--- src/sarc_params.svh ---
// offsets, field positions, reset values and timing counts of the converter control block
`ifndef SARC_PARAMS_SVH
`define SARC_PARAMS_SVH

// ----------------------------------------------------------------------------
// register addresses on the cpu internal bus
// ----------------------------------------------------------------------------
`define SARC_ADDR_RESULT_LO     16'hff18
`define SARC_ADDR_RESULT_HI     16'hff19
`define SARC_ADDR_MODE          16'hff2a
`define SARC_ADDR_CHANNEL       16'hff2b

// ----------------------------------------------------------------------------
// mode register fields
// ----------------------------------------------------------------------------
`define SARC_MODE_RUN_BIT       7
`define SARC_MODE_FR_MSB        5
`define SARC_MODE_FR_LSB        3
`define SARC_MODE_LV_MSB        2
`define SARC_MODE_LV_LSB        1
`define SARC_MODE_CE_BIT        0
`define SARC_MODE_WRITE_MASK    8'hbf

// ----------------------------------------------------------------------------
// channel select register fields
// ----------------------------------------------------------------------------
`define SARC_CHAN_MSB           3
`define SARC_CHAN_COUNT         9

// ----------------------------------------------------------------------------
// reset values
// ----------------------------------------------------------------------------
`define SARC_RESET_MODE         8'h00
`define SARC_RESET_CHANNEL      4'h0
`define SARC_RESET_RESULT       10'h000

// ----------------------------------------------------------------------------
// conversion timing, in conversion clock periods and peripheral clocks
// ----------------------------------------------------------------------------
`define SARC_RESULT_BITS        10
`define SARC_TICKS_LV_NORMAL    6'd22
`define SARC_TICKS_LV_LOW       6'd40
`define SARC_DIV_12             4'd12
`define SARC_DIV_8              4'd8
`define SARC_DIV_6              4'd6
`define SARC_DIV_4              4'd4
`define SARC_DIV_3              4'd3
`define SARC_DIV_2              4'd2
`define SARC_FPRS_MHZ           125

`endif

--- src/sarc_pkg.sv ---
// types shared by the converter control block
package sarc_pkg;

	// ------------------------------------------------------------------------
	// conversion sequencer states
	// ------------------------------------------------------------------------
	typedef enum logic [1:0] {
		SARC_IDLE    = 2'b00,
		SARC_SAMPLE  = 2'b01,
		SARC_COMPARE = 2'b10
	} sarc_state_t;

	// ------------------------------------------------------------------------
	// cpu internal bus request, held by the cpu until bus_ready
	// ------------------------------------------------------------------------
	typedef struct packed {
		logic        sel;      // access in progress
		logic        we;       // 1 write, 0 read
		logic        word;     // 1 16-bit access, 0 8-bit access
		logic [15:0] addr;     // byte address
		logic [7:0]  wdata;    // write byte
	} sarc_bus_req_t;

	// ------------------------------------------------------------------------
	// controls toward sample-hold, resistor string and comparator
	// ------------------------------------------------------------------------
	typedef struct packed {
		logic        comparator_on;  // comparator powered
		logic        sample;         // 1 track input, 0 hold
		logic [8:0]  input_select;   // one-hot analog input switch
		logic [9:0]  tap_code;       // resistor string tap, approximation value
	} sarc_analog_t;

endpackage : sarc_pkg

--- src/sarc_top.sv ---
// converter control: mode and channel registers, timing, sequencer, results
`timescale 1ns/1ps
`include "sarc_params.svh"
module sarc_top #(
	parameter int DIV_WIDTH = 4
) (
	input  wire logic                   clk_sys,           // peripheral clock, 125 MHz
	input  wire logic                   reset_n,           // async reset, active low
	input  wire sarc_pkg::sarc_bus_req_t bus_req,          // cpu request
	output logic                        bus_ready,         // request completes this edge
	output logic [15:0]                 bus_rdata,         // read data, cycle after ready
	output logic                        bus_rvalid,        // read data valid pulse
	input  wire logic [8:0]             pin_is_digital,    // from pin configuration register
	input  wire logic [8:0]             pin_is_output,     // from port direction registers
	input  wire logic                   comparator_high,   // input above tap voltage
	output sarc_pkg::sarc_analog_t      analog_ctrl,       // to analog front end
	output logic                        conversion_done_irq // end-of-conversion pulse
);

	// ------------------------------------------------------------------------
	// declarations
	// ------------------------------------------------------------------------
	logic [7:0]            converter_mode_reg;
	logic [3:0]            analog_channel_select;
	logic [9:0]            approximation_register;
	logic [5:0]            step;
	logic [5:0]            ticks_per_conv;
	logic [DIV_WIDTH-1:0]  div_ratio;
	logic                  wait_done;
	logic                  needs_wait;
	logic                  take;
	logic                  wr_mode;
	logic                  wr_chan;
	logic                  rd_take;
	logic                  run;
	logic                  conv_restart;
	logic                  tick;
	logic                  last_tick;
	logic                  end_of_conv;
	logic [9:0]            final_value;
	logic [15:0]           result_word;
	logic [7:0]            result_high;
	logic [15:0]           next_rdata;
	logic [8:0]            chan_onehot;
	logic [3:0]            bitpos;
	sarc_pkg::sarc_state_t state;
	sarc_pkg::sarc_state_t next_state;

	// ------------------------------------------------------------------------
	// bus decode and wait cycle
	// ------------------------------------------------------------------------
	// result reads and mode/channel writes stretch by one wait cycle
	assign needs_wait = bus_req.sel && (
		(!bus_req.we && (bus_req.addr == `SARC_ADDR_RESULT_LO ||
			bus_req.addr == `SARC_ADDR_RESULT_HI)) ||
		(bus_req.we && (bus_req.addr == `SARC_ADDR_CHANNEL ||
			bus_req.addr == `SARC_ADDR_MODE)));

	assign bus_ready = bus_req.sel && (!needs_wait || wait_done);
	assign take      = bus_req.sel && bus_ready;
	assign wr_mode   = take && bus_req.we && (bus_req.addr == `SARC_ADDR_MODE);
	assign wr_chan   = take && bus_req.we && (bus_req.addr == `SARC_ADDR_CHANNEL);
	assign rd_take   = take && !bus_req.we;

	// wait flag: set in the first cycle of a stretched access
	always_ff @(posedge clk_sys or negedge reset_n) begin
		if (!reset_n) begin
			wait_done <= 1'b0;
		end else if (take) begin
			wait_done <= 1'b0;
		end else begin
			wait_done <= needs_wait;
		end
	end

	// ------------------------------------------------------------------------
	// mode register
	// ------------------------------------------------------------------------
	// bit 6 has no storage and reads zero
	always_ff @(posedge clk_sys or negedge reset_n) begin
		if (!reset_n) begin
			converter_mode_reg <= `SARC_RESET_MODE;
		end else if (wr_mode) begin
			converter_mode_reg <= bus_req.wdata & `SARC_MODE_WRITE_MASK;
		end
	end

	assign run = converter_mode_reg[`SARC_MODE_RUN_BIT];

	// ------------------------------------------------------------------------
	// channel select register
	// ------------------------------------------------------------------------
	// upper bits are not stored, so a stray one there cannot steer the mux;
	// bit writes arrive as byte read-modify-write from the cpu
	always_ff @(posedge clk_sys or negedge reset_n) begin
		if (!reset_n) begin
			analog_channel_select <= `SARC_RESET_CHANNEL;
		end else if (wr_chan) begin
			analog_channel_select <= bus_req.wdata[`SARC_CHAN_MSB:0];
		end
	end

	// ------------------------------------------------------------------------
	// conversion timing table
	// ------------------------------------------------------------------------
	// unlisted codes fall back to the slowest divider, the safest clock
	always_comb begin
		div_ratio      = DIV_WIDTH'(`SARC_DIV_12);
		ticks_per_conv = `SARC_TICKS_LV_NORMAL;
		if (converter_mode_reg[`SARC_MODE_LV_MSB:`SARC_MODE_LV_LSB] == 2'b01) begin
			ticks_per_conv = `SARC_TICKS_LV_LOW;
		end
		unique case (converter_mode_reg[`SARC_MODE_FR_MSB:`SARC_MODE_FR_LSB])
			3'h0: div_ratio = DIV_WIDTH'(`SARC_DIV_12);
			3'h1: div_ratio = DIV_WIDTH'(`SARC_DIV_8);
			3'h2: div_ratio = DIV_WIDTH'(`SARC_DIV_6);
			3'h3: div_ratio = DIV_WIDTH'(`SARC_DIV_4);
			3'h4: div_ratio = DIV_WIDTH'(`SARC_DIV_3);
			3'h5: div_ratio = DIV_WIDTH'(`SARC_DIV_2);
			default: div_ratio = DIV_WIDTH'(`SARC_DIV_12);
		endcase
	end

	// ------------------------------------------------------------------------
	// conversion clock
	// ------------------------------------------------------------------------
	// any mode or channel write restarts the sequence, so a half-done
	// conversion never lands with stale settings
	assign conv_restart = (state == sarc_pkg::SARC_IDLE) || wr_mode || wr_chan;

	sarc_clkdiv #(
		.WIDTH   (DIV_WIDTH)
	) u_clkdiv (
		.clk_sys (clk_sys),
		.reset_n (reset_n),
		.restart (conv_restart),
		.ratio   (div_ratio),
		.tick    (tick)
	);

	// ------------------------------------------------------------------------
	// sequencer
	// ------------------------------------------------------------------------
	// step counts conversion clock periods; sampling takes all but the last
	// ten, then one period per result bit, so ticks * ratio clocks in total
	assign last_tick   = (step == ticks_per_conv - 6'd1);
	assign end_of_conv = (state == sarc_pkg::SARC_COMPARE) && tick && last_tick
		&& !wr_mode && !wr_chan;
	assign bitpos      = 4'(ticks_per_conv - 6'd1 - step);

	always_comb begin
		next_state = state;
		unique case (state)
			sarc_pkg::SARC_IDLE: begin
				if (run) begin
					next_state = sarc_pkg::SARC_SAMPLE;
				end
			end
			sarc_pkg::SARC_SAMPLE: begin
				if (tick && step == ticks_per_conv - 6'd11) begin
					next_state = sarc_pkg::SARC_COMPARE;
				end
			end
			sarc_pkg::SARC_COMPARE: begin
				if (tick && last_tick) begin
					next_state = sarc_pkg::SARC_SAMPLE;                // back to back conversions
				end
			end
			default: next_state = sarc_pkg::SARC_IDLE;
		endcase
		if (!run) begin
			next_state = sarc_pkg::SARC_IDLE;
		end else if (wr_mode || wr_chan) begin
			next_state = sarc_pkg::SARC_SAMPLE;
		end
	end

	always_ff @(posedge clk_sys or negedge reset_n) begin
		if (!reset_n) begin
			state <= sarc_pkg::SARC_IDLE;
		end else begin
			state <= next_state;
		end
	end

	// step counter within one conversion
	always_ff @(posedge clk_sys or negedge reset_n) begin
		if (!reset_n) begin
			step <= 6'd0;
		end else if (conv_restart) begin
			step <= 6'd0;
		end else if (tick) begin
			step <= last_tick ? 6'd0 : step + 6'd1;
		end
	end

	// ------------------------------------------------------------------------
	// approximation register
	// ------------------------------------------------------------------------
	// trial bit is set one period ahead of its decision
	always_comb begin
		final_value = approximation_register;
		if (!comparator_high) begin
			final_value[bitpos] = 1'b0;
		end
	end

	always_ff @(posedge clk_sys or negedge reset_n) begin
		if (!reset_n) begin
			approximation_register <= `SARC_RESET_RESULT;
		end else if (conv_restart) begin
			approximation_register <= `SARC_RESET_RESULT;
		end else if (tick) begin
			if (state == sarc_pkg::SARC_SAMPLE && step == ticks_per_conv - 6'd11) begin
				approximation_register <= 10'h200;                     // msb trial
			end else if (state == sarc_pkg::SARC_COMPARE) begin
				approximation_register <= final_value;
				if (bitpos != 4'd0) begin
					approximation_register[bitpos - 4'd1] <= 1'b1;     // next trial
				end
			end
		end
	end

	// ------------------------------------------------------------------------
	// result registers
	// ------------------------------------------------------------------------
	sarc_result_regs #(
		.BITS        (`SARC_RESULT_BITS)
	) u_result (
		.clk_sys     (clk_sys),
		.reset_n     (reset_n),
		.load        (end_of_conv),
		.value       (final_value),
		.result_word (result_word),
		.result_high (result_high)
	);

	// done request, one clock, together with the result update
	always_ff @(posedge clk_sys or negedge reset_n) begin
		if (!reset_n) begin
			conversion_done_irq <= 1'b0;
		end else begin
			conversion_done_irq <= end_of_conv;
		end
	end

	// ------------------------------------------------------------------------
	// read data
	// ------------------------------------------------------------------------
	// a byte read at the low result address returns the two low result
	// bits; software is expected to use the word read there
	always_comb begin
		next_rdata = 16'h0000;
		unique case (bus_req.addr)
			`SARC_ADDR_RESULT_LO: begin
				next_rdata = bus_req.word ? result_word
					: {8'h00, result_word[7:0]};
			end
			`SARC_ADDR_RESULT_HI: next_rdata = {8'h00, result_high};
			`SARC_ADDR_MODE:      next_rdata = {8'h00, converter_mode_reg};
			`SARC_ADDR_CHANNEL:   next_rdata = {12'h000, analog_channel_select};
			default:              next_rdata = 16'h0000;
		endcase
	end

	always_ff @(posedge clk_sys or negedge reset_n) begin
		if (!reset_n) begin
			bus_rdata  <= 16'h0000;
			bus_rvalid <= 1'b0;
		end else begin
			bus_rvalid <= rd_take;
			if (rd_take) begin
				bus_rdata <= next_rdata;
			end
		end
	end

	// ------------------------------------------------------------------------
	// analog front-end control
	// ------------------------------------------------------------------------
	// switch closes only for an analog-configured pin in input mode
	generate
		for (genvar i = 0; i < `SARC_CHAN_COUNT; i++) begin : g_sel
			assign chan_onehot[i] = (analog_channel_select == 4'(i))
				&& !pin_is_output[i]
				&& !pin_is_digital[i];
		end
	endgenerate

	always_ff @(posedge clk_sys or negedge reset_n) begin
		if (!reset_n) begin
			analog_ctrl <= '0;
		end else begin
			analog_ctrl.comparator_on <= converter_mode_reg[`SARC_MODE_CE_BIT] || run;
			analog_ctrl.sample        <= (next_state == sarc_pkg::SARC_SAMPLE);
			analog_ctrl.input_select  <= chan_onehot;
			analog_ctrl.tap_code      <= approximation_register;
		end
	end

endmodule : sarc_top

--- src/sarc_clkdiv.sv ---
// conversion clock divider: one-cycle tick every ratio peripheral clocks
`timescale 1ns/1ps
module sarc_clkdiv #(
	parameter int WIDTH = 4
) (
	input  wire logic             clk_sys,   // peripheral clock
	input  wire logic             reset_n,   // async reset, active low
	input  wire logic             restart,   // start a fresh period
	input  wire logic [WIDTH-1:0] ratio,     // division ratio, 2 or more
	output logic                  tick       // last clock of a period
);

	logic [WIDTH-1:0] count;

	// ------------------------------------------------------------------------
	// period counter
	// ------------------------------------------------------------------------
	// restart lines the period up with conversion start, so the length of
	// a conversion is an exact multiple of the ratio
	always_ff @(posedge clk_sys or negedge reset_n) begin
		if (!reset_n) begin
			count <= '0;
		end else if (restart || tick) begin
			count <= '0;
		end else begin
			count <= count + WIDTH'(1);
		end
	end

	assign tick = !restart && (count == ratio - WIDTH'(1));

endmodule : sarc_clkdiv

--- src/sarc_result_regs.sv ---
// result storage: 10-bit result, read as left-aligned word or high byte
`timescale 1ns/1ps
`include "sarc_params.svh"
module sarc_result_regs #(
	parameter int BITS = 10
) (
	input  wire logic            clk_sys,     // peripheral clock
	input  wire logic            reset_n,     // async reset, active low
	input  wire logic            load,        // end of conversion
	input  wire logic [BITS-1:0] value,       // approximation result
	output logic      [15:0]     result_word, // left-aligned, low bits zero
	output logic      [7:0]      result_high  // upper eight bits
);

	logic [BITS-1:0] result;

	// ------------------------------------------------------------------------
	// result latch
	// ------------------------------------------------------------------------
	always_ff @(posedge clk_sys or negedge reset_n) begin
		if (!reset_n) begin
			result <= `SARC_RESET_RESULT;
		end else if (load) begin
			result <= value;
		end
	end

	// low bits are hard zero, not stored
	assign result_word = {result, {(16 - BITS){1'b0}}};
	assign result_high = result[BITS-1 -: 8];

endmodule : sarc_result_regs

--- config.mk ---
export PLATFORM = sky130hd
export DESIGN_NAME = sarc_top
export DESIGN_NICKNAME = d
export VERILOG_FILES = /design/src/sarc_pkg.sv /design/src/sarc_top.sv /design/src/sarc_clkdiv.sv /design/src/sarc_result_regs.sv
export VERILOG_INCLUDE_DIRS = /design/src
export SDC_FILE = /design/constraint.sdc
export NUM_CORES = 1
export LEC_CHECK = 0
export ABC_CLOCK_PERIOD_IN_PS = 3100
export BUFFER_PORTS_ARGS = -buffer_cell sky130_fd_sc_hd__buf_2
export CAP_MARGIN = 20
export CORE_ASPECT_RATIO = 0.9
export CORE_MARGIN = 2
export CORE_UTILIZATION = 40
export CTS_BUF_LIST = sky130_fd_sc_hd__clkbuf_4 sky130_fd_sc_hd__clkbuf_8
export DETAILED_ROUTE_END_ITERATION = 10
export PLACE_DENSITY = 0.61
export REMOVE_ABC_BUFFERS = 1
export SETUP_SLACK_MARGIN = 0.05
export SYNTH_ARGS = -nofsm -noshare
export SYNTH_HDL_FRONTEND = slang
export SYNTH_HIERARCHICAL = 1
export SYNTH_SLANG_ARGS = --single-unit
--- constraint.sdc ---
create_clock -name clk_sys -period 3.1 [get_ports clk_sys]
set_input_delay 0.62 -clock clk_sys [delete_from_list [all_inputs] [get_ports clk_sys]]
set_output_delay 0.62 -clock clk_sys [all_outputs]
set_load 0.005 [all_outputs]
* After elaboration in Yosys (flattened, before gate mapping) *
Cells that the tools add are included.

storage, ports and cells
  memory bits (writable) = 0
  register bits after elaboration = 83
  output and inout port bits = 40
  memories = 0
  word-level logic and storage cells = 152
  bits in latches = 0
  ROM bits = 0
  input bits = 48

operators by class
  add/sub/neg operators = 7
  eq/ne operators = 24
  reductions and logical operators = 75
  divide/modulo/power cells = 0
  multiplexer cells = 24
  bitwise gates (word level) = 3
  order comparisons = 4
  shifts and indexed selects = 0
  multipliers = 0

operators by type and width
  cell                                                                                  number
  16-bit equality test (second input constant)                                          4
  16-bit one-hot mux with 4 select lines                                                1
  10-bit 2-to-1 mux                                                                     6
  1-bit logical AND                                                                     37
  6-bit 2-to-1 mux                                                                      4
  1-bit zero test                                                                       23
  4-bit one-hot mux with 5 select lines                                                 1
  4-bit by 3-bit equality test with 1-bit output (second input constant)                4
  16-bit 2-to-1 mux                                                                     1
  6-bit equality test                                                                   2
  10-bit bitwise AND                                                                    1
  4-bit by 5-bit < comparator with 1-bit output (second input constant)                 2
  10-bit NOT                                                                            1
  10-bit OR                                                                             1
  1-bit logical OR                                                                      9
  1-bit demux with 4-bit select                                                         2
  4-bit by 2-bit equality test with 1-bit output (second input constant)                2
  4-bit by 1-bit greater-or-equal comparator with 1-bit output (second input constant)  2
  2-bit 2-to-1 mux                                                                      4
  4-bit by 1-bit subtractor with 4-bit output (second input constant)                   2
  6-bit by 1-bit adder with 6-bit output (second input constant)                        1
  2-bit by 1-bit equality test with 1-bit output (second input constant)                3
  3-bit by 2-bit equality test with 1-bit output (second input constant)                2
  3-bit equality test (second input constant)                                           2
  other kinds (18)                                                                      20

* Logic depth before layout (Yosys ltp) *
Gate-level depths: netlist of run 1.

  depth after elaboration = 21
  gate-level depth with buffers = 15
  depth with buffers taken out = 13

* Cells and area by module *
The synthesis of run 1 kept the hierarchy.

modules (own cells, without submodules)
  module            cells each  area an instance (µm²)  instances  seq. area each (µm²)
  sarc_top          332         3362.0                  1          1726.7
  sarc_result_regs  36          520.5                   1          250.2
  sarc_clkdiv       24          277.8                   1          100.1

* Least setup slack after synthesis of run 1 *
No wires, ideal clock.

  path kind = input port to flip-flop
  start point = in bus_req[15] (netlist name)
  end point = reg u_result.result[0]
  data required time = 2975 ps
  path slack = -652 ps
  buffers on the path = 5
  arrival time = 3627 ps
  library setup time = 125 ps
  stages = 13
  path through = or4b_1 buf_2 or3_1 o22ai_1 buf_2 and3b_1 clkbuf_1 inv_1 or3_1 clkbuf_1 nor3_1 buf_6 mux2_4

on the way
  word-level cells in the longest chain between the ends = 19
  elaborated cells on any way between the ends = 27
  classes of those cells = 4 x eq/ne; 23 x reduce/logical

ends and longest elaborated chain
  element                                      RTL line                        text
  start: declaration                           sarc_top.sv:9                   input wire sarc_pkg::sarc_bus_req_t bus_req,
  16-bit equality test                         n/a
  1-bit logical OR (no source line)            n/a
  1-bit logical AND, on equally long branches  sarc_top.sv:54, sarc_top.sv:56
  1-bit logical OR                             sarc_top.sv:54                  (!bus_req.we && (bus_req.addr == `SARC_ADDR_RESULT_LO ||
  1-bit logical AND                            sarc_top.sv:53                  assign needs_wait = bus_req.sel && (
  1-bit zero test                              sarc_top.sv:59                  assign bus_ready = bus_req.sel && (!needs_wait || wait_done);
  1-bit logical OR                             sarc_top.sv:59
  1-bit logical AND                            sarc_top.sv:59
  (+4 left out)                                n/a
  1-bit logical OR *                           sarc_top.sv:129                 assign conv_restart = (state == sarc_pkg::SARC_IDLE) || wr_mode || wr_chan;
  named net conv_restart                       sarc_top.sv:36                  logic conv_restart;
  1-bit zero test *                            sarc_clkdiv.sv:30               assign tick = !restart && (count == ratio - WIDTH'(1));
  1-bit logical AND *                          sarc_clkdiv.sv:30
  named net tick                               sarc_top.sv:37                  logic tick;
  1-bit logical AND * (2 in a row)             sarc_top.sv:147                 assign end_of_conv = (state == sarc_pkg::SARC_COMPARE) && tick && last_tick
  1-bit logical AND * (2 in a row)             sarc_top.sv:148                 && !wr_mode && !wr_chan;
  named net end_of_conv                        sarc_top.sv:39                  logic end_of_conv;
  end signal: assignment                       sarc_result_regs.sv:22          result <= `SARC_RESET_RESULT;
  end signal: assignment                       sarc_result_regs.sv:24          result <= value;
  end: declaration                             sarc_result_regs.sv:15          logic [BITS-1:0] result;

Mark *: on every way through the listed nets, which the timed path passes. The rest lies on a longest branch.
A chain may end at the register's enable or synchronous reset.

* Final worst setup path of run 1 *
  start point = reg converter_mode_reg[5]
  end point = reg u_result.result[3]

on the way
  word-level cells in the longest chain between the ends = 9
  elaborated cells on any way between the ends = 13
  classes of those cells = 1 x add/sub; 6 x eq/ne; 1 x mux; 5 x reduce/logical

ends and longest elaborated chain
  element                                            RTL line           text
  start: declaration                                 sarc_top.sv:23     logic [7:0] converter_mode_reg;
  start signal: assignment                           sarc_top.sv:82     converter_mode_reg <= `SARC_RESET_MODE;
  start signal: assignment                           sarc_top.sv:84     converter_mode_reg <= bus_req.wdata & `SARC_MODE_WRITE_MASK;
  3-bit equality test, or another cell as far along  sarc_top.sv:113    unique case (converter_mode_reg[`SARC_MODE_FR_MSB:`SARC_MODE_FR_LSB])
  4-bit one-hot mux with 5 select lines *            sarc_top.sv:113
  named net div_ratio[1]                             sarc_top.sv:28     logic [DIV_WIDTH-1:0] div_ratio;
  4-bit by 1-bit subtractor with 4-bit output *      sarc_clkdiv.sv:30
  4-bit equality test *                              sarc_clkdiv.sv:30
  1-bit logical AND *                                sarc_clkdiv.sv:30
  named net tick                                     sarc_top.sv:37
  1-bit logical AND * (2 in a row)                   sarc_top.sv:147
  1-bit logical AND * (2 in a row)                   sarc_top.sv:148
  named net end_of_conv                              sarc_top.sv:39

Marked as above.

==> flow_summary.toml, run 1 <==
[placed_design]
numPortBuffers = 86
routabilityCongestion = 0.790
place_inst = 602
dp_hpwl_um = 6800

[pwr]
swShare = 0.219
p_switching_uw = 447
p_comb_frac = 0.050
p_leak_uw = 0.00243
power.density_mw_per_mm2 = 405
peakVddDrop_uv = 197
power_uw = 2040
p_int_uw = 1590
clkPwrFrac = 0.413
seq_power_share = 0.537

[synth]
ys_warn_count = 6
synthArstFlopShare = 1.00
synth-xor-area-share = 0.0289
synth.avg_cell_area_um2 = 10.6
synthAdderAreaFrac = 0.0150
synthCells = 392
synth_compound_area_frac = 0.130
synth_top_family_by_area = "simple AND/OR/NAND/NOR gates"
synthFlopType = "dfrtp_1"
synth-edff-count = 0
yosysUniqueCellTypes = 60
synth.yosys.seq_area_share = 0.499
synthSimpleGateAreaFrac = 0.190
yosys_register_bits = 83
synth_area_mm2 = 0.00416
muxShareOfSynthArea = 0.0833

[clocking]
path_clk_slew_ps = 80
cts_tree = "done"
cts_buffers = 9
hold_buffers = 0
htreeDepth = 3
clock_latency_ps = 350
cts_sinks = 83
clockBufferDepth = 2
clockRootBuffer = "clkbuf_8"

[global_routing]
grt_pass1_wl_um = 15200
grt_max_degree = 84
grt_pass1_vias = 3008
antenna_found_initial = 0
gr-total-overflow = 0
globalRouteTotalUtil = 0.167

[setup_path]
crit_path_start_kind = "flop"
ff2ff_setup_slack_ps = 220
r2r_end = "u_result/result[3]"
crit_arrival_ps = 3110
critPathCaptureType = "flop"
r2r_start = "converter_mode_reg[5]"
cp.required_ps = 3330
worst_r2r_path_depth = 13
path_class = "reg2reg"
path_max_fanout = 11

[sta]
finalClockSkew_ps = 12.5
slew_violations = 0
setup_viol = 0
rsz0062_at_grt = "false"
period_needed_ps = 2880
finalCritPeriodShare = 0.928
hold_violations = 0
slew_headroom = 0.565
fin_tns_setup_ps = 0
fmax_mhz = 348
worst_pin_slew_ps = 644

[final_layout]
reg_top3 = "analog_ctrl: 21 flops, bus_rdata: 16 flops"
fin_cells = 620
fin_nets = 540
regMostFlops = "analog_ctrl"
filler_cell_count = 953
regArea_mm2 = 0.00208
multi_input_area_mm2 = 0.00192
syn_to_final_growth_pct = 21.1
largest_reg_flops = 21
drive_gt1_frac = 0.332
diodes = 0

[floorplanning]
io_pins = 88
rows = 35
core_area_mm2 = 0.0102
die_y_um = 101
die-area_mm2 = 0.0112
dieWidth_um = 112
start_util = 0.408

[route]
viasPerCell = 5.24
antenna_left = 0
wirelength_um = 9250
drc = 0
dr.first_iter.drc_count = 147
vias = 3248
drt-pass1-iter-count = 4
wl_per_cell_um = 14.9

[outcome]
status = "finished clean"

[run]
cap_violations = 0

[worst_hold_path]
min_path_type = "in2async"
through the flow:
stage	setup WS, ps	instance area (um^2)	util	hold slack [ps]
after global placement	109	4750	0.466	390
after CTS	111	4960	0.486	394
after floorplan	-994	4000	-	324
final	223	5040	0.494	125
after global routing	55.9	5040	0.494	129
after detailed placement	131	4750	0.466	393
placed cells by master, fill, tap and decap left out, types with 3 or more instances in the layout:
cell type and n:
mux2_2 13, nor3_1 4, buf_4 20, buf_2 85
nand3b_1 3, nor2b_1 5, xnor2_1 7, a211oi_1 4
a21oi_1 25, nand2_1 34, inv_1 9, nor4_1 17
mux2i_1 5, xor2_1 4, mux2_4 10, dfrtp_1 82
o311ai_0 4, o21ai_0 8, nand4_1 4, ha_1 5
nor2_1 17, a31oi_1 6, a22o_1 5, nand3_1 16
conb_1 6, or2_2 5, or3_1 5, o21a_1 8
nand2b_1 13, clkbuf_8 9, and3_1 3
synthesized netlist by cell type (3+ instances only):
| master | count | area [um^2] |
|---|---|---|
| dfrtp_1 | 83 | 2080 |
| nand2_1 | 34 | 128 |
| a21oi_1 | 25 | 125 |
| nor2_1 | 18 | 67.6 |
| nor4_1 | 17 | 106 |
| nand3_1 | 16 | 80.1 |
| buf_4 | 14 | 105 |
| mux2_2 | 13 | 146 |
| nand2b_1 | 13 | 81.3 |
| mux2_4 | 10 | 150 |
| inv_1 | 9 | 33.8 |
| clkbuf_1 | 8 | 30.0 |
| o21a_1 | 8 | 60.1 |
| o21ai_0 | 8 | 40.0 |
| xnor2_1 | 7 | 61.3 |
| a31oi_1 | 6 | 37.5 |
| nor3_1 | 6 | 30.0 |
| or3_1 | 6 | 37.5 |
| a22o_1 | 5 | 43.8 |
| ha_1 | 5 | 62.6 |
| mux2i_1 | 5 | 50.1 |
| nor2b_1 | 5 | 31.3 |
| o311ai_0 | 5 | 43.8 |
| or2_2 | 5 | 31.3 |
| a211oi_1 | 4 | 30.0 |
| nand4_1 | 4 | 25.0 |
| xor2_1 | 4 | 35.0 |
| and3_1 | 3 | 18.8 |
| buf_2 | 3 | 15.0 |
| nand3b_1 | 3 | 22.5 |
| nor3b_1 | 3 | 22.5 |
logic make-up (layout without fill, tap and decap cells):
logic type      after synthesis  after routing
compound gates               79             79
xor+xnor                     12             12
fa+ha+maj                     5              5
buf+inv                      39            133
flops                        83             83
mux                          28             28
other cells                   1              6
simple gates                145            145
worst max-delay path, stage by stage, from the launching register on:
cell	delay (ps)
dfrtp_2	440
nor2_2	120
nand2_1	60
nand2_1	80
inv_1	40
ha_1	170
xor3_1	390
nor3_4	130
and3b_1	200
inv_1	90
or3_4	350
nor3_2	200
buf_12	190
mux2_4	310
worst max path at each step:
stage,from,cells past startpoint,end
floorplan,converter_mode_reg[4],11,u_result/result[0]
global placement,bus_req[15],9,analog_ctrl[19]
detailed placement,converter_mode_reg[5],12,analog_ctrl[19]
CTS,converter_mode_reg[5],12,analog_ctrl[19]
global route,converter_mode_reg[5],13,u_result/result[1]
finish,converter_mode_reg[5],13,u_result/result[3]
power groups by stage:
stage	clock, uW	sequential, uW	combinational, uW
after global routing	910	1100	115
after global placement	0	1120	98.2
after CTS	872	1100	99.9
after floorplan	0	1120	25.6
after detailed placement	0	1120	99.5
final	841	1100	102
metal layers:
layer	global-route usage	share of wire
met5	0	0
met4	0.0579	0.016
met3	0.0307	0.035
met2	0.260	0.47
met1	0.239	0.48
final cells by class:
class                   instances  share of cell area
well taps                     129              0.0320
inverters                      10             0.00745
clock buffers                  10              0.0261
multi-input cells             275               0.380
flip-flops and latches         83               0.412
clock inverters                 5              0.0156
repair buffers                108               0.126
what timing repair did:
| action | CTS | global route |
|---|---|---|
| buffers inserted | 0 | 2 |
| endpoints found under the setup margin | 0 | 23 |
| gates resized for setup | 0 | 9 |
No activity file was read; power rests on OpenSTA's default activity.
==> inputs of run 2 (changes only) <==
--- a/config.mk
+++ b/config.mk
@@ -6,7 +6,7 @@
 export SDC_FILE = /design/constraint.sdc
 export NUM_CORES = 1
 export LEC_CHECK = 0
-export ABC_CLOCK_PERIOD_IN_PS = 3100
+export ABC_CLOCK_PERIOD_IN_PS = 3310
 export BUFFER_PORTS_ARGS = -buffer_cell sky130_fd_sc_hd__buf_2
 export CAP_MARGIN = 20
 export CORE_ASPECT_RATIO = 0.9
@@ -14,7 +14,7 @@
 export CORE_UTILIZATION = 40
 export CTS_BUF_LIST = sky130_fd_sc_hd__clkbuf_4 sky130_fd_sc_hd__clkbuf_8
 export DETAILED_ROUTE_END_ITERATION = 10
-export PLACE_DENSITY = 0.61
+export PLACE_DENSITY = 0.59
 export REMOVE_ABC_BUFFERS = 1
 export SETUP_SLACK_MARGIN = 0.05
 export SYNTH_ARGS = -nofsm -noshare
==> constraint.sdc (replaced) <==
create_clock -name clk_sys -period 3.31 [get_ports clk_sys]
set_input_delay 0.662 -clock clk_sys [delete_from_list [all_inputs] [get_ports clk_sys]]
set_output_delay 0.662 -clock clk_sys [all_outputs]
set_load 0.005 [all_outputs]
==> flow_summary.toml, run 2 (synthesis gave the netlist of run 1 again) <==
[clocking]
clockBufferDepth = 2
clock_latency_ps = 360
cts_resized = 0
postCtsSetupRepairBufs = 0
clockRootBuffer = "clkbuf_8"
cts_tree = "done"
cts_sinks = 83
htreeDepth = 3
hold_buffers = 0
path_clk_slew_ps = 80
cts_buffers = 9

[route]
dr.first_iter.drc_count = 134
viasPerCell = 5.28
drt-pass1-iter-count = 4
wirelength_um = 9460
vias = 3247
drc = 0
wl_per_cell_um = 15.4
antenna_left = 0

[global_routing]
grt_pass1_wl_um = 15600
grt_max_degree = 84
gr-total-overflow = 0
globalRouteTotalUtil = 0.175
grt_pass1_vias = 3102
antenna_found_initial = 0

[pwr]
peakVddDrop_uv = 235
p_leak_uw = 0.00239
power.density_mw_per_mm2 = 389
power_uw = 1930

[setup_path]
r2r_end = "approximation_register[6]"
path_buf_inv = 3
timing.critical_path.from = "converter_mode_reg[5]"
r2r_start = "converter_mode_reg[5]"
crit_arrival_ps = 3250
ff2ff_setup_slack_ps = 290
cp-endpoint = "approximation_register[6]"
crit_cells = 13
max_stage_delay_ps = 570
crit_family = "simple AND/OR/NAND/NOR gates"
critPathCaptureType = "flop"
cp.required_ps = 3550
crit_path_start_kind = "flop"
cpMaxStageDelayCell = "or4_1"
path_max_fanout = 10
worst_r2r_path_depth = 13
path_class = "reg2reg"
critical_path.cell_chain = "nor2_1 > nand2_1 > nand2_1 > inv_1 > ha_1 > xor3_1 > nor3_4 > and3b_1 > inv_1 > or4_1 > buf_4 > a31oi_1 > a21oi_1"

[run]
cap_violations = 0

[floorplanning]
core_area_mm2 = 0.0102
rows = 35
io_pins = 88
start_util = 0.408
dieWidth_um = 112
die_y_um = 101
die-area_mm2 = 0.0112

[final_layout]
diodes = 0
reg_top3 = "analog_ctrl: 21 flops, bus_rdata: 16 flops"
syn_to_final_growth_pct = 19.4
largest_reg_flops = 21
regMostFlops = "analog_ctrl"
mostFrequentLayoutCell = "buf_2"
layout_common_cells = "buf_2, dfrtp_1, nand2_1, a21oi_1, nor2_1"
drive_gt1_frac = 0.319
fin_util = 0.487
fin_nets = 534
fin_area_mm2 = 0.00497

[sta]
fmax_mhz = 332
finalCritPeriodShare = 0.911
slew_headroom = 0.544
finalClockSkew_ps = 10.1
rsz0062_at_grt = "false"
setup_ws_ps = 294
hold_violations = 0
worst_pin_slew_ps = 675
hold_slack_ps = 182
setup_viol = 0
period_needed_ps = 3020
slew_violations = 0

[placed_design]
pre_cts_slack_ps = 81.5
dp_hpwl_um = 6830
numPortBuffers = 86
place_area_mm2 = 0.00471
routabilityCongestion = 0.819

[outcome]
status = "finished clean"

[worst_hold_path]
min_path_type = "in2async"
run 2: cell count changes in the layout (fill, tap and decap cells not counted), sizes merged:
| cell | delta |
|---|---|
| buf | -6 |
| clkinvlp | +1 |
| clkbuf | +1 |
| clkinv | -1 |
run 2: report_power, final:
part           internal [uW]  switching, uW  leakage [uW]
logic                   41.1           54.1       0.00113
clock network            439            372      0.000110
registers               1020           5.12       0.00115
run 2: worst min-delay path by stage:
| stage | from | endpoint | slack (ps) | depth (start not counted) |
|---|---|---|---|---|
| 2_1_floorplan | reset_n | analog_channel_select[0] | 370 | 0 |
| 3_3_place_gp | approximation_register[4] | analog_ctrl[4] | 390 | 0 |
| 3_5_place_dp | approximation_register[4] | analog_ctrl[4] | 390 | 0 |
| 4_1_cts | approximation_register[2] | analog_ctrl[2] | 420 | 0 |
| 5_1_grt | reset_n | approximation_register[2] | 190 | 1 |
| 6_report | reset_n | analog_ctrl[8] | 180 | 1 |
run 2: metal layers:
layer  global-route usage  up-vias  part of all wire
met4               0.0636        0             0.014
met5                    0        -                 0
met1                0.241     1564              0.47
met3               0.0427        9             0.042
li1                     -     1595                 -
met2                0.273       79              0.47
run 2: cell type report:
cell class	instances	area, um^2
well taps	129	161
flip-flops and latches	83	2080
multi-input cells	275	1900
inverters	10	37.5
repair buffers	102	573
fillers	993	5240
clock buffers	11	139
clock inverters	5	77.6
run 2: stage by stage:
step | setup TNS (ps) | cells
6_report | 0 | 615
5_1_grt | 0 | 615
4_1_cts | 0 | 614
3_5_place_dp | 0 | 598
3_3_place_gp | 0 | 598
2_1_floorplan | -11410 | 368
==> inputs of run 3 (changes only) <==
--- a/config.mk
+++ b/config.mk
@@ -6,15 +6,16 @@
 export SDC_FILE = /design/constraint.sdc
 export NUM_CORES = 1
 export LEC_CHECK = 0
-export ABC_CLOCK_PERIOD_IN_PS = 3310
+export ABC_CLOCK_PERIOD_IN_PS = 2700
 export BUFFER_PORTS_ARGS = -buffer_cell sky130_fd_sc_hd__buf_2
 export CAP_MARGIN = 20
 export CORE_ASPECT_RATIO = 0.9
 export CORE_MARGIN = 2
-export CORE_UTILIZATION = 40
+export CORE_UTILIZATION = 48
 export CTS_BUF_LIST = sky130_fd_sc_hd__clkbuf_4 sky130_fd_sc_hd__clkbuf_8
 export DETAILED_ROUTE_END_ITERATION = 10
-export PLACE_DENSITY = 0.59
+export GPL_TIMING_DRIVEN = 0
+export PLACE_DENSITY = 0.71
 export REMOVE_ABC_BUFFERS = 1
 export SETUP_SLACK_MARGIN = 0.05
 export SYNTH_ARGS = -nofsm -noshare
==> constraint.sdc (replaced) <==
create_clock -name clk_sys -period 2.7 [get_ports clk_sys]
set_input_delay 0.54 -clock clk_sys [delete_from_list [all_inputs] [get_ports clk_sys]]
set_output_delay 0.54 -clock clk_sys [all_outputs]
set_load 0.005 [all_outputs]
==> flow_summary.toml, run 3 (synthesis gave the netlist of run 1 again) <==
[pwr]
clkPwrFrac = 0.432
p_switching_uw = 554
p_int_uw = 1860
power_uw = 2420
p_leak_uw = 0.00252
seq_power_share = 0.520
power.density_mw_per_mm2 = 453
swShare = 0.229
p_comb_frac = 0.048
peakVddDrop_uv = 290

[sta]
period_needed_ps = 2840
setup_viol = 20
setup_ws_ps = -137
finalCritPeriodShare = 1.05
hold_violations = 0
fmax_mhz = 352
finalClockSkew_ps = 11.0
worst_pin_slew_ps = 837
slew_headroom = 0.437
slew_violations = 0
fin_tns_setup_ps = -1750
rsz0062_at_grt = "true"

[setup_path]
path_buf_inv = 4
max_stage_delay_ps = 430
timing.critical_path.mode_cell = "buf_4"
crit_path_start_kind = "flop"
critical_path.cell_chain = "buf_4 > nor2_4 > buf_4 > nor3_1 > xnor2_2 > and3b_2 > inv_4 > or3_4 > nor3_4 > buf_6 > mux2_4"
critPathCaptureType = "flop"
cp.required_ps = 2950
path_max_fanout = 5
crit_family = "simple AND/OR/NAND/NOR gates"
crit_arrival_ps = 3090
cpMaxStageDelayCell = "dfrtp_1"
path_class = "reg2reg"

[final_layout]
drive_gt1_frac = 0.402
syn_to_final_growth_pct = 28.2
layout_common_cells = "buf_2, dfrtp_1, nand2_1, a21oi_1, buf_4"
largest_reg_flops = 21
fin_nets = 545
fin_util = 0.628
mostFrequentLayoutCell = "buf_2"
reg_top3 = "analog_ctrl: 21 flops, bus_rdata: 16 flops"
regMostFlops = "analog_ctrl"
diodes = 0

[route]
antenna_left = 0
viasPerCell = 5.49
wl_per_cell_um = 16.4
vias = 3381
dr.first_iter.drc_count = 178
drc = 0
drt-pass1-iter-count = 4
wirelength_um = 10100

[global_routing]
globalRouteTotalUtil = 0.222
grt_pass1_vias = 3275
grt_pass1_wl_um = 16200
grt_max_degree = 69
gr-total-overflow = 0
antenna_found_initial = 0

[clocking]
clockBufferDepth = 2
clock_latency_ps = 360
cts_tree = "done"
cts_sinks = 83
clockRootBuffer = "clkbuf_8"
htreeDepth = 3
cts_buffers = 9
hold_buffers = 0
path_clk_slew_ps = 90

[outcome]
status = "finished, violations left"
violations = "negative setup slack"

[placed_design]
dp_hpwl_um = 6530
numPortBuffers = 86
pre_cts_slack_ps = -1390
routabilityCongestion = 0.846

[floorplanning]
rows = 32
core_area_mm2 = 0.00849
dieWidth_um = 102
start_util = 0.490
die-area_mm2 = 0.00943
die_y_um = 92.3
io_pins = 88

[run]
cap_violations = 0

[worst_hold_path]
min_path_type = "in2async"
-- run 3: what timing repair did --
action,CTS,global route
pin swaps,16,11
setup buffers,19,4
resized for setup,48,13
cloned,3,0
setup endpoints to repair,31,24
-- run 3: power groups by stage --
stage	Combinational, uW	Clock, uW	Sequential [uW]
floorplan	29.4	0	1280
global placement	108	0	1280
detailed placement	115	0	1280
CTS	118	1060	1260
global route	131	1110	1260
finish	116	1040	1260
-- run 3: path summary, 6_finish.rpt --
check / depth (start not counted) / from / end / slack [ps]
min: 1 / reset_n / approximation_register[2] / 30
max reg2reg: 11 / converter_mode_reg[3] / u_result/result[1] / -140
max: 11 / converter_mode_reg[3] / u_result/result[1] / -140
max in group asynchronous: 2 / reset_n / converter_mode_reg[4] / 2050
min reg2reg: 0 / approximation_register[2] / analog_ctrl[2] / 410
min in group clk_sys: 2 / pin_is_digital[2] / analog_ctrl[12] / 320
-- run 3: per-layer routing --
layer	wire length (um)	GRT usage	vias to the layer above
met1	4580	0.301	1669
met3	381	0.0408	16
met4	207	0.0833	0
met5	0	0	-
met2	4950	0.354	85
li1	-	-	1611
-- run 3: area by class of cell --
class / instances / area [um^2]
timing repair buffer: 111 / 683
clock inverter: 5 / 85.1
tap: 119 / 149
multi-input combinational: 277 / 2150
sequential: 83 / 2080
inverter: 10 / 40.0
fill: 709 / 3150
clock buffer: 11 / 145
-- run 3: metrics by stage --
step | cells | hold WS, ps | cell area (um^2)
finish | 616 | 32.1 | 5330
global route | 616 | 35.7 | 5330
CTS | 613 | 23.1 | 5250
detailed placement | 575 | 393 | 4630
global placement | 573 | 387 | 4580
floorplan | 368 | 244 | 4000
-- run 3: worst reg2reg max path, cell delays in order (launching register included) --
cell	delay (ps)
dfrtp_1	430
buf_4	180
nor2_4	50
buf_4	130
nor3_1	330
xnor2_2	210
and3b_2	280
inv_4	40
or3_4	370
nor3_4	240
buf_6	180
mux2_4	300
